## src/hdl/adfp_defs.svh

```systemverilog
`ifndef ADFP_DEFS_SVH
`define ADFP_DEFS_SVH

// Register byte addresses
`define ADFP_OFF_PLL        12'h000
`define ADFP_OFF_ATTRIBUTE_AREA_ZERO_CONFIG       12'h004
`define ADFP_OFF_ATTRIBUTE_AREA_ONE_CONFIG       12'h008
`define ADFP_OFF_BWC        12'h00C
`define ADFP_OFF_STAT       12'h010
`define ADFP_OFF_ENTRY      12'h014

// Wait-state fields of bus_wait_config
`define ADFP_BWC_A0_LSB     0
`define ADFP_BWC_A1_LSB     5

// Reset values
`define ADFP_PLL_RST        24'h000000
`define ADFP_AAR_RST        24'h000000

// Boot settings
`define ADFP_BOOT_ATTRIBUTE_AREA_ONE_CONFIG      24'hD00409
`define ADFP_BOOT_BASE      24'hD00000
`define ADFP_BOOT_WS        6'h1F
`define ADFP_ACC_SRAM       2'h1

// Flash access time against core rate gives the normal wait states
`define ADFP_FLASH_ACC_NS   200
`define ADFP_CORE_MHZ       80
`define ADFP_FLASH_WS       (`ADFP_FLASH_ACC_NS * `ADFP_CORE_MHZ / 1000)

// Round trip from output flop through pin synchroniser
`define ADFP_RD_LAT         6'h03

`endif

```

## src/hdl/adfp_pkg.sv

```systemverilog
package adfp_pkg;

    typedef enum logic [1:0] {ADFP_SP_P, ADFP_SP_X, ADFP_SP_Y} adfp_space_t;

    typedef struct packed {
        logic [11:0] msb_match;
        logic [3:0]  ncmp;
        logic        pack_en;
        logic        swap;
        logic        en_y;
        logic        en_x;
        logic        en_p;
        logic        act_high;
        logic [1:0]  acc_type;
    } adfp_aar_t;

    typedef struct packed {
        logic [3:0]  prediv;
        logic        core_clk_dis;
        logic        pll_en;
        logic        run_in_stop;
        logic        xtal_dis;
        logic        low_xtal;
        logic [2:0]  lp_div;
        logic [11:0] mult_m1;
    } adfp_pll_t;

    typedef struct packed {
        logic        valid;
        adfp_space_t space;
        logic        wr;
        logic        dma;
        logic [23:0] addr;
        logic [23:0] wdata;
    } adfp_req_t;

    typedef struct packed {
        logic [23:0] addr;
        logic [7:0]  wdata;
        logic        cyc;
        logic        we_n;
        logic        oe_n;
    } adfp_ext_t;

endpackage

```

## src/hdl/adfp_top.sv

```systemverilog
// Our own choices: the APB register port and the register addresses.
`include "adfp_defs.svh"
// Operation
// - Boot mode one sets attribute line one for program space $D00000-$DFFFFF.
// - Boot reads flash bytes, packs three per 24-bit word, stores to program RAM.
// - First packed boot word is the number of words to load.
// - Second packed word is load address and also the jump address.
// - Every external access during boot uses thirty-one wait states.
// - Normal flash access with 80 MHz core and 200 ns part uses sixteen waits.
// - Outside packed accesses, only the low eight bits of a word reach the flash.
// - Access type field value 1 selects asynchronous SRAM cycles.
// - Polarity bit set drives the pin high when selected, else low.
// - Bits 3, 4, 5 enable the pin for program, X and Y spaces.
// - Swap bit moves low eight address bits to top address lines.
// - Pack bit uses packing logic for DMA accesses to the area.
// - Bits 8-11 give compared bit count, bits 12-23 the match value.
// - Value 100591 in area one selects X $100000-$17FFFF, low, packed.
// - Value 140695 in area zero drives upper address high in upper half.
// - Clock register holds multiplier-1, low-power divider and predivider fields.
// - Clock register bits 15-19 are crystal, drive, stop, enable, clock-out controls.
// - Wait-state register holds area zero count bits 0-4, area one bits 5-9.
module adfp_top
    import adfp_pkg::*;
(
    input  wire logic        pclk,
    input  wire logic        presetn,
    input  wire logic        psel,
    input  wire logic        penable,
    input  wire logic        pwrite,
    input  wire logic [11:0] paddr,
    input  wire logic [31:0] pwdata,
    output logic      [31:0] prdata,
    output logic             pready,
    output logic             pslverr,
    input  wire logic        boot_mode_one,
    input  wire adfp_req_t   core_req,
    output logic             core_ready,
    output logic             core_ack,
    output logic      [23:0] core_rdata,
    output adfp_ext_t        ext,
    input  wire logic [7:0]  ext_data_in,
    output logic             ext_data_oe,
    output logic             attribute_pin_zero,
    output logic             attribute_pin_one,
    output logic             pram_we,
    output logic      [23:0] pram_addr,
    output logic      [23:0] pram_data,
    output logic             boot_busy,
    output logic             boot_done,
    output logic      [23:0] boot_entry,
    output adfp_pll_t        pll_clock_cfg
);

    typedef enum {EN_IDLE, EN_ACC} adfp_en_state_t;
    typedef enum {BT_STRAP, BT_CNT, BT_DEST, BT_LOAD, BT_DONE, BT_OFF} adfp_bt_state_t;

    adfp_pll_t      pll_clock_config_r;
    adfp_aar_t      attribute_area_zero_config_r;
    adfp_aar_t      attribute_area_one_config_r;
    logic [23:0]    bus_wait_config_r;
    logic [31:0]    prdata_r;
    adfp_en_state_t en_state_r;
    adfp_req_t      cur_r;
    logic [1:0]     byte_r;
    logic [5:0]     ws_r;
    logic [23:0]    rdata_r;
    logic           ack_r;
    adfp_ext_t      ext_r;
    logic           pin0_r;
    logic           pin1_r;
    logic [7:0]     din_s1_r;
    logic [7:0]     din_s2_r;
    logic           strap_s1_r;
    logic           strap_s2_r;
    logic [1:0]     strap_cnt_r;
    adfp_bt_state_t bt_state_r;
    logic           bt_pend_r;
    logic [23:0]    bt_src_r;
    logic [23:0]    words_left_r;
    logic [23:0]    dest_r;
    logic           pram_we_r;
    logic [23:0]    pram_addr_r;
    logic [23:0]    pram_data_r;
    logic           boot_done_r;

    // Area decode shared by the engine and the pins
    function automatic logic attr_hit(input adfp_aar_t a, input adfp_space_t sp,
                                      input logic [23:0] ad);
        logic [11:0] mask;
        logic        en;
        mask = 12'h000;
        en   = 1'b0;
        for (int i = 0; i < 12; i++) begin
            mask[11 - i] = (4'(i) < a.ncmp);
        end
        unique case (sp)
            ADFP_SP_P: en = a.en_p;
            ADFP_SP_X: en = a.en_x;
            ADFP_SP_Y: en = a.en_y;
            default:   en = 1'b0;
        endcase
        return en && (a.acc_type == `ADFP_ACC_SRAM)
            && (((ad[23:12] ^ a.msb_match) & mask) == 12'h000);
    endfunction

    function automatic logic [5:0] ws_limit(input logic h0, input logic h1,
                                            input logic boot, input logic [23:0] bwc);
        logic [5:0] w;
        w = 6'h00;
        if (boot) begin
            w = `ADFP_BOOT_WS;
        end else if (h0) begin
            w = {1'b0, bwc[`ADFP_BWC_A0_LSB +: 5]};
        end else if (h1) begin
            w = {1'b0, bwc[`ADFP_BWC_A1_LSB +: 5]};
        end
        return w + `ADFP_RD_LAT;
    endfunction

    // APB decode
    logic apb_wr;
    logic mapped;
    logic cfg_lock;
    assign mapped   = paddr inside {`ADFP_OFF_PLL, `ADFP_OFF_ATTRIBUTE_AREA_ZERO_CONFIG, `ADFP_OFF_ATTRIBUTE_AREA_ONE_CONFIG,
                                    `ADFP_OFF_BWC, `ADFP_OFF_STAT, `ADFP_OFF_ENTRY};
    assign apb_wr   = psel && penable && pwrite && mapped;
    assign pready   = 1'b1;
    assign pslverr  = psel && penable && !mapped;
    assign prdata   = prdata_r;
    assign cfg_lock = boot_busy || (en_state_r == EN_ACC);

    always_ff @(posedge pclk or negedge presetn) begin
        if (!presetn) begin
            pll_clock_config_r <= `ADFP_PLL_RST;
        end else if (apb_wr && paddr == `ADFP_OFF_PLL) begin
            pll_clock_config_r <= pwdata[23:0];
        end
    end

    always_ff @(posedge pclk or negedge presetn) begin
        if (!presetn) begin
            attribute_area_zero_config_r <= `ADFP_AAR_RST;
        end else if (apb_wr && paddr == `ADFP_OFF_ATTRIBUTE_AREA_ZERO_CONFIG && !cfg_lock) begin
            attribute_area_zero_config_r <= pwdata[23:0];
        end
    end

    // Boot start overrides software for area one
    always_ff @(posedge pclk or negedge presetn) begin
        if (!presetn) begin
            attribute_area_one_config_r <= `ADFP_AAR_RST;
        end else if (bt_state_r == BT_STRAP && strap_cnt_r == 2'h3 && strap_s2_r) begin
            attribute_area_one_config_r <= `ADFP_BOOT_ATTRIBUTE_AREA_ONE_CONFIG;
        end else if (apb_wr && paddr == `ADFP_OFF_ATTRIBUTE_AREA_ONE_CONFIG && !cfg_lock) begin
            attribute_area_one_config_r <= pwdata[23:0];
        end
    end

    always_ff @(posedge pclk or negedge presetn) begin
        if (!presetn) begin
            bus_wait_config_r <= 24'((`ADFP_FLASH_WS << `ADFP_BWC_A1_LSB)
                                     | (`ADFP_FLASH_WS << `ADFP_BWC_A0_LSB));
        end else if (apb_wr && paddr == `ADFP_OFF_BWC && !cfg_lock) begin
            bus_wait_config_r <= {14'h0000, pwdata[9:0]};
        end
    end

    // Read data is latched in the setup phase so it stands during access
    always_ff @(posedge pclk or negedge presetn) begin
        if (!presetn) begin
            prdata_r <= 32'h00000000;
        end else if (psel && !penable) begin
            unique case (paddr)
                `ADFP_OFF_PLL:   prdata_r <= {8'h00, pll_clock_config_r};
                `ADFP_OFF_ATTRIBUTE_AREA_ZERO_CONFIG:  prdata_r <= {8'h00, attribute_area_zero_config_r};
                `ADFP_OFF_ATTRIBUTE_AREA_ONE_CONFIG:  prdata_r <= {8'h00, attribute_area_one_config_r};
                `ADFP_OFF_BWC:   prdata_r <= {8'h00, bus_wait_config_r};
                `ADFP_OFF_STAT:  prdata_r <= {29'h00000000, en_state_r == EN_ACC,
                                              boot_busy, boot_done_r};
                `ADFP_OFF_ENTRY: prdata_r <= {8'h00, dest_r};
                default:         prdata_r <= 32'h00000000;
            endcase
        end
    end

    assign pll_clock_cfg = pll_clock_config_r;

    // Pin synchronisers
    always_ff @(posedge pclk or negedge presetn) begin
        if (!presetn) begin
            din_s1_r   <= 8'h00;
            din_s2_r   <= 8'h00;
            strap_s1_r <= 1'b0;
            strap_s2_r <= 1'b0;
        end else begin
            din_s1_r   <= ext_data_in;
            din_s2_r   <= din_s1_r;
            strap_s1_r <= boot_mode_one;
            strap_s2_r <= strap_s1_r;
        end
    end

    // Access engine
    adfp_req_t  boot_req;
    adfp_req_t  grant;
    logic       start;
    logic       g_hit0;
    logic       g_hit1;
    logic       hit0;
    logic       hit1;
    logic       pack_c;
    logic [1:0] last_byte;
    logic       byte_end;

    assign boot_busy  = bt_state_r inside {BT_CNT, BT_DEST, BT_LOAD};
    assign grant      = boot_busy ? boot_req : core_req;
    assign start      = (en_state_r == EN_IDLE) && grant.valid;
    assign core_ready = (en_state_r == EN_IDLE) && !boot_busy;
    assign g_hit0     = attr_hit(attribute_area_zero_config_r, grant.space, grant.addr);
    assign g_hit1     = attr_hit(attribute_area_one_config_r, grant.space, grant.addr);
    assign hit0       = attr_hit(attribute_area_zero_config_r, cur_r.space, cur_r.addr);
    assign hit1       = attr_hit(attribute_area_one_config_r, cur_r.space, cur_r.addr);
    assign pack_c     = cur_r.dma && (boot_busy || (hit0 && attribute_area_zero_config_r.pack_en)
                                      || (hit1 && attribute_area_one_config_r.pack_en));
    assign last_byte  = pack_c ? 2'h2 : 2'h0;
    assign byte_end   = (en_state_r == EN_ACC) && (ws_r == 6'h00);

    always_ff @(posedge pclk or negedge presetn) begin
        if (!presetn) begin
            en_state_r <= EN_IDLE;
            cur_r      <= '0;
            byte_r     <= 2'h0;
            ws_r       <= 6'h00;
        end else begin
            unique case (en_state_r)
                EN_IDLE: if (start) begin
                    en_state_r <= EN_ACC;
                    cur_r      <= grant;
                    byte_r     <= 2'h0;
                    ws_r       <= ws_limit(g_hit0, g_hit1, boot_busy,
                                           bus_wait_config_r);
                end
                EN_ACC: if (ws_r != 6'h00) begin
                    ws_r <= ws_r - 6'h01;
                end else if (byte_r == last_byte) begin
                    en_state_r <= EN_IDLE;
                end else begin
                    byte_r <= byte_r + 2'h1;
                    ws_r   <= ws_limit(hit0, hit1, boot_busy, bus_wait_config_r);
                end
            endcase
        end
    end

    // Read bytes assemble low byte first
    always_ff @(posedge pclk or negedge presetn) begin
        if (!presetn) begin
            rdata_r <= 24'h000000;
            ack_r   <= 1'b0;
        end else begin
            ack_r <= byte_end && (byte_r == last_byte);
            if (byte_end && !cur_r.wr) begin
                if (pack_c) begin
                    rdata_r[8 * byte_r +: 8] <= din_s2_r;
                end else begin
                    rdata_r <= {16'h0000, din_s2_r};
                end
            end
        end
    end

    assign core_ack   = ack_r && !boot_busy;
    assign core_rdata = rdata_r;

    // External pins, strobes drop on the last count for a gap between bytes
    logic [23:0] baddr;
    logic        swap_c;
    logic        strobe;
    assign baddr  = cur_r.addr + {22'h000000, byte_r};
    assign swap_c = (hit0 && attribute_area_zero_config_r.swap) || (hit1 && attribute_area_one_config_r.swap);
    assign strobe = (en_state_r == EN_ACC) && (ws_r != 6'h00);

    always_ff @(posedge pclk or negedge presetn) begin
        if (!presetn) begin
            ext_r  <= '{addr: 24'h000000, wdata: 8'h00, cyc: 1'b0, we_n: 1'b1, oe_n: 1'b1};
            pin0_r <= 1'b1;
            pin1_r <= 1'b1;
        end else begin
            ext_r.addr  <= swap_c ? {baddr[7:0], baddr[23:8]} : baddr;
            ext_r.wdata <= pack_c ? cur_r.wdata[8 * byte_r +: 8] : cur_r.wdata[7:0];
            ext_r.cyc   <= en_state_r == EN_ACC;
            ext_r.we_n  <= !(strobe && cur_r.wr);
            ext_r.oe_n  <= !(strobe && !cur_r.wr);
            pin0_r <= (en_state_r == EN_ACC && hit0) ? attribute_area_zero_config_r.act_high
                                                     : !attribute_area_zero_config_r.act_high;
            pin1_r <= (en_state_r == EN_ACC && hit1) ? attribute_area_one_config_r.act_high
                                                     : !attribute_area_one_config_r.act_high;
        end
    end

    assign ext                = ext_r;
    assign ext_data_oe        = ext_r.cyc && !ext_r.we_n;
    assign attribute_pin_zero = pin0_r;
    assign attribute_pin_one  = pin1_r;

    // Boot loader
    assign boot_req = '{valid: !bt_pend_r, space: ADFP_SP_P, wr: 1'b0, dma: 1'b1,
                        addr: bt_src_r, wdata: 24'h000000};

    always_ff @(posedge pclk or negedge presetn) begin
        if (!presetn) begin
            bt_state_r   <= BT_STRAP;
            strap_cnt_r  <= 2'h0;
            bt_pend_r    <= 1'b0;
            bt_src_r     <= `ADFP_BOOT_BASE;
            words_left_r <= 24'h000000;
            dest_r       <= 24'h000000;
        end else begin
            if (boot_busy && start) begin
                bt_pend_r <= 1'b1;
                bt_src_r  <= bt_src_r + 24'h000003;
            end else if (ack_r) begin
                bt_pend_r <= 1'b0;
            end
            unique case (bt_state_r)
                BT_STRAP: begin
                    strap_cnt_r <= strap_cnt_r + 2'h1;
                    if (strap_cnt_r == 2'h3) begin
                        bt_state_r <= strap_s2_r ? BT_CNT : BT_OFF;
                    end
                end
                BT_CNT: if (ack_r) begin
                    words_left_r <= rdata_r;
                    bt_state_r   <= BT_DEST;
                end
                BT_DEST: if (ack_r) begin
                    dest_r     <= rdata_r;
                    bt_state_r <= (words_left_r == 24'h000000) ? BT_DONE : BT_LOAD;
                end
                BT_LOAD: if (ack_r) begin
                    words_left_r <= words_left_r - 24'h000001;
                    if (words_left_r == 24'h000001) begin
                        bt_state_r <= BT_DONE;
                    end
                end
                BT_DONE: bt_state_r <= BT_DONE;
                BT_OFF:  bt_state_r <= BT_OFF;
            endcase
        end
    end

    always_ff @(posedge pclk or negedge presetn) begin
        if (!presetn) begin
            pram_we_r   <= 1'b0;
            pram_addr_r <= 24'h000000;
            pram_data_r <= 24'h000000;
            boot_done_r <= 1'b0;
        end else begin
            pram_we_r   <= ack_r && bt_state_r == BT_LOAD;
            boot_done_r <= bt_state_r == BT_DONE;
            if (ack_r && bt_state_r == BT_DEST) begin
                pram_addr_r <= rdata_r;
            end else if (pram_we_r) begin
                pram_addr_r <= pram_addr_r + 24'h000001;
            end
            if (ack_r && bt_state_r == BT_LOAD) begin
                pram_data_r <= rdata_r;
            end
        end
    end

    assign pram_we    = pram_we_r;
    assign pram_addr  = pram_addr_r;
    assign pram_data  = pram_data_r;
    assign boot_done  = boot_done_r;
    assign boot_entry = dest_r;
endmodule

```

## config.mk

```make
export PLATFORM = sky130hd
export DESIGN_NAME = adfp_top
export DESIGN_NICKNAME = d
export VERILOG_FILES = /design/src/hdl/adfp_pkg.sv /design/src/hdl/adfp_top.sv
export VERILOG_INCLUDE_DIRS = /design/src /design/src/hdl
export SDC_FILE = /design/constraint.sdc
export NUM_CORES = 1
export LEC_CHECK = 0
export BUFFER_PORTS_ARGS = -buffer_cell sky130_fd_sc_hd__buf_2
export CORE_MARGIN = 3
export CORE_UTILIZATION = 30
export CTS_CLUSTER_SIZE = 20
export DETAILED_ROUTE_END_ITERATION = 16
export GPL_TIMING_DRIVEN = 0
export HOLD_SLACK_MARGIN = 0.06
export PLACE_DENSITY = 0.48
export SKIP_CTS_REPAIR_TIMING = 1
export SLEW_MARGIN = 20
export SYNTH_ARGS = -nofsm -noshare
export SYNTH_HDL_FRONTEND = slang
export SYNTH_SLANG_ARGS = --single-unit
```

## constraint.sdc

```tcl
create_clock -name pclk -period 6.7 [get_ports pclk]
set_input_delay 1.34 -clock pclk [delete_from_list [all_inputs] [get_ports pclk]]
set_output_delay 1.34 -clock pclk [all_outputs]
set_load 0.02 [all_outputs]
```

==> results of run 1 <==
==> routing by layer <==
metal,wire length [um],up-vias,global-route usage (%)
li1,-,7030,-
met1,29300,7614,28.2
met2,30500,539,33.5
met3,5180,111,4.67
met4,2000,4,6.72
met5,26,-,0
==> cells by family after synthesis <==
| family | count (synthesis) |
|---|---|
| fa+ha+maj | 14 |
| other cells | 2 |
| buf+inv | 142 |
| compound gates | 385 |
| mux | 141 |
| xor+xnor | 122 |
| flops | 375 |
| simple gates | 600 |
==> report_power, final <==
group,switching (mW),internal [mW]
sequential,0.375,2.67
clock,0.997,1.39
combinational,1.51,0.859
==> cells in the final DEF, fill, tap and decap left out, types with 21 or more instances in the layout <==
cell,count
a22o_1,49
a21oi_1,86
clkbuf_16,45
clkbuf_1,99
mux2_2,100
and3_1,30
nor2_1,114
nand2_1,274
a31oi_1,28
mux2i_1,39
nand3_1,58
xor2_1,68
nor3_1,25
a222oi_1,21
o21ai_0,105
inv_1,23
buf_2,295
xnor2_1,54
dfrtp_1,366
==> layout make-up <==
type | count | area, um2 | share of cell area [%]
buffer | 117 | 502 | 2.27
sequential | 375 | 9400 | 42.5
tap | 773 | 967 | 4.38
clock inverter | 13 | 140 | 0.634
multi-input combinational | 1271 | 8160 | 36.9
inverter | 25 | 93.8 | 0.425
clock buffer | 61 | 1270 | 5.73
timing repair buffer | 293 | 1570 | 7.09
antenna | 3 | 7.51 | 0.0340
==> metrics by stage <==
stage / instances / worst slack (ns)
floorplan: 1788 / 2.90
global placement: 2850 / -3.46
detailed placement: 2854 / 1.83
CTS: 2928 / 1.16
global route: 2929 / 0.980
finish: 2931 / 1.25
==> worst max path at each step <==
stage / from / slack (ns) / depth (start not counted) / endpoint
6_report: bt_state_r[2] / 1.25 / 9 / core_ack
5_1_grt: bt_state_r[2] / 0.98 / 9 / core_ack
3_3_place_gp: presetn / -3.46 / 1 / pram_data[2]
3_5_place_dp: bt_state_r[2] / 1.83 / 9 / core_ack
2_1_floorplan: bt_state_r[2] / 2.90 / 8 / core_ack
4_1_cts: bt_state_r[2] / 1.16 / 9 / core_ack
==> critical path: cells and delay by family (launching register included) <==
| kind | cells | cell delay [ns] |
|---|---|---|
| DFF | 1 | 0.50 |
| buffers and inverters | 7 | 2.56 |
| and+or+nand+nor | 1 | 0.13 |
| AOI/OAI and AO/OA | 1 | 0.32 |
==> flow_summary.json, run 1 <==
{
  "fin_total_pwr_mw": 7.80,
  "worst_pin_slew_ns": 0.991,
  "synthSimpleGateAreaFrac_pct": 15.1,
  "fp.coreArea_um2": 59400,
  "grt_pass1_vias": 15200,
  "clk_pin_slew_ns": 0.06,
  "synth_top_flop_cell": "dfrtp_1",
  "async_flop_share_pct": 100,
  "vias": 15300,
  "ir_drop_uv": 177,
  "routabilityCongestion": 0.916,
  "largest-register": "cur_r",
  "finalMaxSlewViolations": 0,
  "maxCapViolCount": 0,
  "die-area_um2": 63400,
  "cellLeakagePower_nw": 10.4,
  "mappedNetlistArea_um2": 18100,
  "drive_above_1_share_pct": 23.9,
  "fin_skew_ns": 0.0254,
  "grt_pass1_wl_um": 100000,
  "synth_top_family_by_area": "simple AND/OR/NAND/NOR gates",
  "path_cells": "o21bai_4 > buf_6 > inv_2 > clkbuf_1 > buf_1 > clkbuf_1 > buf_1 > nor2_1 > buf_2",
  "area_growth_pct": 21.9,
  "hold_depth": 0,
  "slowest_delay_ns": 0.62,
  "p_per_area_nw_per_um2": 353,
  "critical_path_arrival_ns": 4.11,
  "antenna_left": 0,
  "synthCells": 1781,
  "synth-edff-count": 0,
  "relSlewSlack_pct": 33.9,
  "status": "finished clean",
  "worst_hold_startpoint": "din_s1_r[7]",
  "post-route-period-util_pct": 81.4,
  "final-hold-violation-count": 0,
  "antenna_found_initial": 5,
  "die_w_um": 252,
  "cts_made_buffers": 44,
  "dp_hpwl_um": 51200,
  "setup_viol": 0,
  "nNetsFinal": 2252,
  "synthAdderAreaFrac_pct": 1.01,
  "synth_compound_area_share_pct": 14.3,
  "synthDistinctLibCells": 78,
  "timing.hold.ws_ns": 0.347,
  "largest_register_ffs": 52,
  "initial_core_util_pct": 30.5,
  "muxShareOfSynthArea_pct": 8.57,
  "grt_max_degree": 87,
  "routed_wl_um": 67100,
  "ys_seq_elements": 375,
  "worstHoldEndpoint": "din_s2_r[7]",
  "avgSynthCellArea_um2": 10.2,
  "crit_fanout": 10,
  "io_pins": 308,
  "synth_top_area_share_pct": 50.5,
  "tritoncts": "built",
  "synth_area_leaders": "dfrtp_1 51%, mux2_2 6.2%, nand2_1 5.7%",
  "final_util_pct": 37.2,
  "fillers": 6036,
  "ctsHtreeMaxLevel": 2,
  "reg2reg_slack_ns": 2.29,
  "overflow": 0,
  "synth_most_common_cell": "dfrtp_1",
  "synth-xor-area-share_pct": 5.89,
  "viasPerCell": 5.22,
  "cp-end-kind": "output port",
  "grt_usage_pct": 20.9,
  "cpMaxStageDelayCell": "clkbuf_1",
  "clock-sinks": 375,
  "cts_max_path_buffers": 3,
  "port_buffers": 289,
  "required_ns": 5.36,
  "fin_area_um2": 22100,
  "wl_per_cell_um": 22.9,
  "reg2reg_from": "bt_state_r[2]",
  "min_path_type": "reg2reg",
  "fin_tns_setup_ns": 0,
  "ys_seq_area_share_pct": 51.8,
  "insertion_delay_ns": 0.59,
  "crit_type": "reg2out",
  "r2r_cells": 13,
  "initialDrtViolationCount": 1280,
  "yosys_warnings": 0,
  "r2r-end": "ws_r[4]",
  "drt-pass1-iter-count": 8,
  "std_cell_rows": 89,
  "clock.fmax_mhz": 183,
  "synth_commonest_cells": "366 x dfrtp_1, 274 x nand2_1, 114 x nor2_1",
  "layout_min_cycle_time_ns": 5.45,
  "yosys.area.top_type": "dfrtp_1",
  "cts-root-buf": "clkbuf_16",
  "drc": 0,
  "place_area_um2": 20700,
  "rsz0062_at_grt": "false",
  "die_h_um": 252,
  "start_kind": "flip-flop"
}
Note: power is estimated with default switching activity, not from simulation.
==> run 2, diff against run 1 <==
--- a/config.mk
+++ b/config.mk
@@ -13,7 +13,7 @@
 export DETAILED_ROUTE_END_ITERATION = 16
 export GPL_TIMING_DRIVEN = 0
 export HOLD_SLACK_MARGIN = 0.06
-export PLACE_DENSITY = 0.48
+export PLACE_DENSITY = 0.5
 export SKIP_CTS_REPAIR_TIMING = 1
 export SLEW_MARGIN = 20
 export SYNTH_ARGS = -nofsm -noshare
==> constraint.sdc (replaced) <==
create_clock -name pclk -period 4.9 [get_ports pclk]
set_input_delay 0.98 -clock pclk [delete_from_list [all_inputs] [get_ports pclk]]
set_output_delay 0.98 -clock pclk [all_outputs]
set_load 0.02 [all_outputs]
==> flow_summary.json, run 2 (same netlist as run 1, synthesis figures left out) <==
{
  "intPower_mw": 7.15,
  "stdcell_count": 2937,
  "combinationalPowerShare_pct": 29.0,
  "grt_max_degree": 94,
  "start_kind": "flip-flop",
  "die_h_um": 252,
  "ir_drop_uv": 294,
  "overflow": 0,
  "die-area_um2": 63400,
  "nNetsFinal": 2252,
  "dp_cells": 2854,
  "p_sw_mw": 4.02,
  "p_clk_share_pct": 33.7,
  "reg2reg_slack_ns": 0.96,
  "clk_pin_slew_ns": 0.06,
  "maxCapViolCount": 0,
  "post-route-period-util_pct": 94.7,
  "routabilityCongestion": 0.904,
  "required_ns": 3.92,
  "reg2reg_from": "cur_r[38]",
  "fin_skew_ns": 0.0158,
  "drc": 0,
  "grt_pass1_vias": 15100,
  "layout_min_cycle_time_ns": 4.64,
  "ctsHtreeMaxLevel": 2,
  "vias": 15500,
  "clock.fmax_mhz": 215,
  "drive_above_1_share_pct": 24.3,
  "largest-register": "cur_r",
  "largest_register_ffs": 52,
  "slowest_delay_ns": 0.50,
  "p_per_area_nw_per_um2": 500,
  "fp.coreArea_um2": 59400,
  "final_common_cell": "dfrtp_1",
  "final-hold-violation-count": 0,
  "antenna_found_initial": 9,
  "cellLeakagePower_nw": 10.5,
  "insertion_delay_ns": 0.59,
  "wl_per_cell_um": 23.1,
  "initial_core_util_pct": 30.5,
  "io_pins": 308,
  "routed_wl_um": 68000,
  "path_cells": "o21bai_4 > buf_6 > inv_2 > buf_1 > clkbuf_1 > buf_1 > nor2_1 > buf_2",
  "initialDrtViolationCount": 1159,
  "cp-startpoint": "bt_state_r[2]",
  "cts-root-buf": "clkbuf_16",
  "dp_hpwl_um": 51600,
  "crit_top_cell": "buf_1",
  "worst_pin_slew_ns": 1.01,
  "status": "finished clean",
  "tritoncts": "built",
  "grt_usage_pct": 20.9,
  "final_cell_mix": "366 x dfrtp_1, 295 x buf_2, 274 x nand2_1, 114 x nor2_1, 105 x o21ai_0",
  "rsz0062_at_grt": "false",
  "cp-end-kind": "output port",
  "cts_max_path_buffers": 3,
  "relSlewSlack_pct": 32.7,
  "setup_slack_ns": 0.259,
  "cpMaxStageDelayCell": "dfrtp_1",
  "area_growth_pct": 23.3,
  "std_cell_rows": 89,
  "finalMaxSlewViolations": 0,
  "viasPerCell": 5.29,
  "cts_made_buffers": 45,
  "drt-pass1-iter-count": 9,
  "die_w_um": 252,
  "critical_path_arrival_ns": 3.66,
  "clock-sinks": 375,
  "swShare_pct": 36.0,
  "setup_viol": 0,
  "pre_cts_ws_ns": 0.443,
  "pwr-share-seq_pct": 37.3,
  "r2r_cells": 11,
  "min_path_type": "in2async",
  "setup.worst_path.end": "core_ack",
  "crit_type": "reg2out",
  "antenna_left": 0,
  "crit_fanout": 15,
  "port_buffers": 289,
  "grt_pass1_wl_um": 99800,
  "r2r-end": "core_rdata[16]"
}
==> run 2: cell count changes in the layout (fill, tap and decap cells not counted), sizes merged <==
cell      before  now
bufinv         2   10
clkinv         5   11
clkbuf       153  148
clkinvlp       4    1
diode          3    1
inv           27   29
==> run 2: power by group through the flow <==
stage	clock (mW)	sequential, mW	combinational, mW
after floorplan	0	4.26	1.97
after global placement	0	4.20	3.18
after detailed placement	0	4.20	3.23
after CTS	3.85	4.16	3.24
after global routing	3.98	4.23	3.56
final	3.76	4.17	3.24
==> run 2: how the worst min path moves through the flow <==
stage                startpoint            to  slack, ns  cells after the start
floorplan           din_s1_r[0]   din_s2_r[0]       0.33                      0
global placement    din_s1_r[6]   din_s2_r[6]       0.33                      0
detailed placement  din_s1_r[2]   din_s2_r[2]       0.33                      0
CTS                     presetn  bt_src_r[14]       0.33                      1
global route        din_s1_r[2]   din_s2_r[2]       0.35                      0
finish                  presetn  bt_src_r[14]       0.33                      1
==> run 2: cell type report <==
type / instances / area, um2
multi-input cells: 1271 / 8170
repair buffers: 293 / 1570
flip-flops and latches: 375 / 9400
clock buffers: 57 / 1230
diodes: 1 / 2.50
plain buffers: 116 / 498
clock inverters: 26 / 427
fillers: 5978 / 37000
well taps: 773 / 967
inverters: 25 / 93.8
==> run 2: routing by layer <==
metal	part of all wire, %	vias to the layer above	wire length [um]	GRT usage (%)
li1	-	7005	-	-
met1	44	7821	29700	28.6
met2	46	611	31400	33.7
met3	7.5	99	5100	4.36
met4	2.7	6	1810	6.00
met5	0.063	-	43	0
==> run 2: per-stage QoR <==
stage | power (mW) | instance area, um2 | utilization (%) | setup TNS, ns | hold WS (ns)
final | 11.2 | 22400 | 37.7 | 0 | 0.333
after global routing | 11.8 | 22300 | 37.7 | 0 | 0.355
after CTS | 11.2 | 22300 | 37.6 | -0.349 | 0.327
after detailed placement | 7.43 | 20700 | 34.9 | 0 | 0.335
after global placement | 7.37 | 20600 | 34.7 | -1753.41 | 0.332
after floorplan | 6.23 | 18200 | - | 0 | 0.331
==> run 2: critical path, delay by kind of cell, from the launching register on <==
kind                   cells  cell delay, ns
AND/OR/NAND/NOR            1            0.13
AO/OA/AOI/OAI              1            0.32
flip-flops                 1            0.50
buffers and inverters      6            2.12
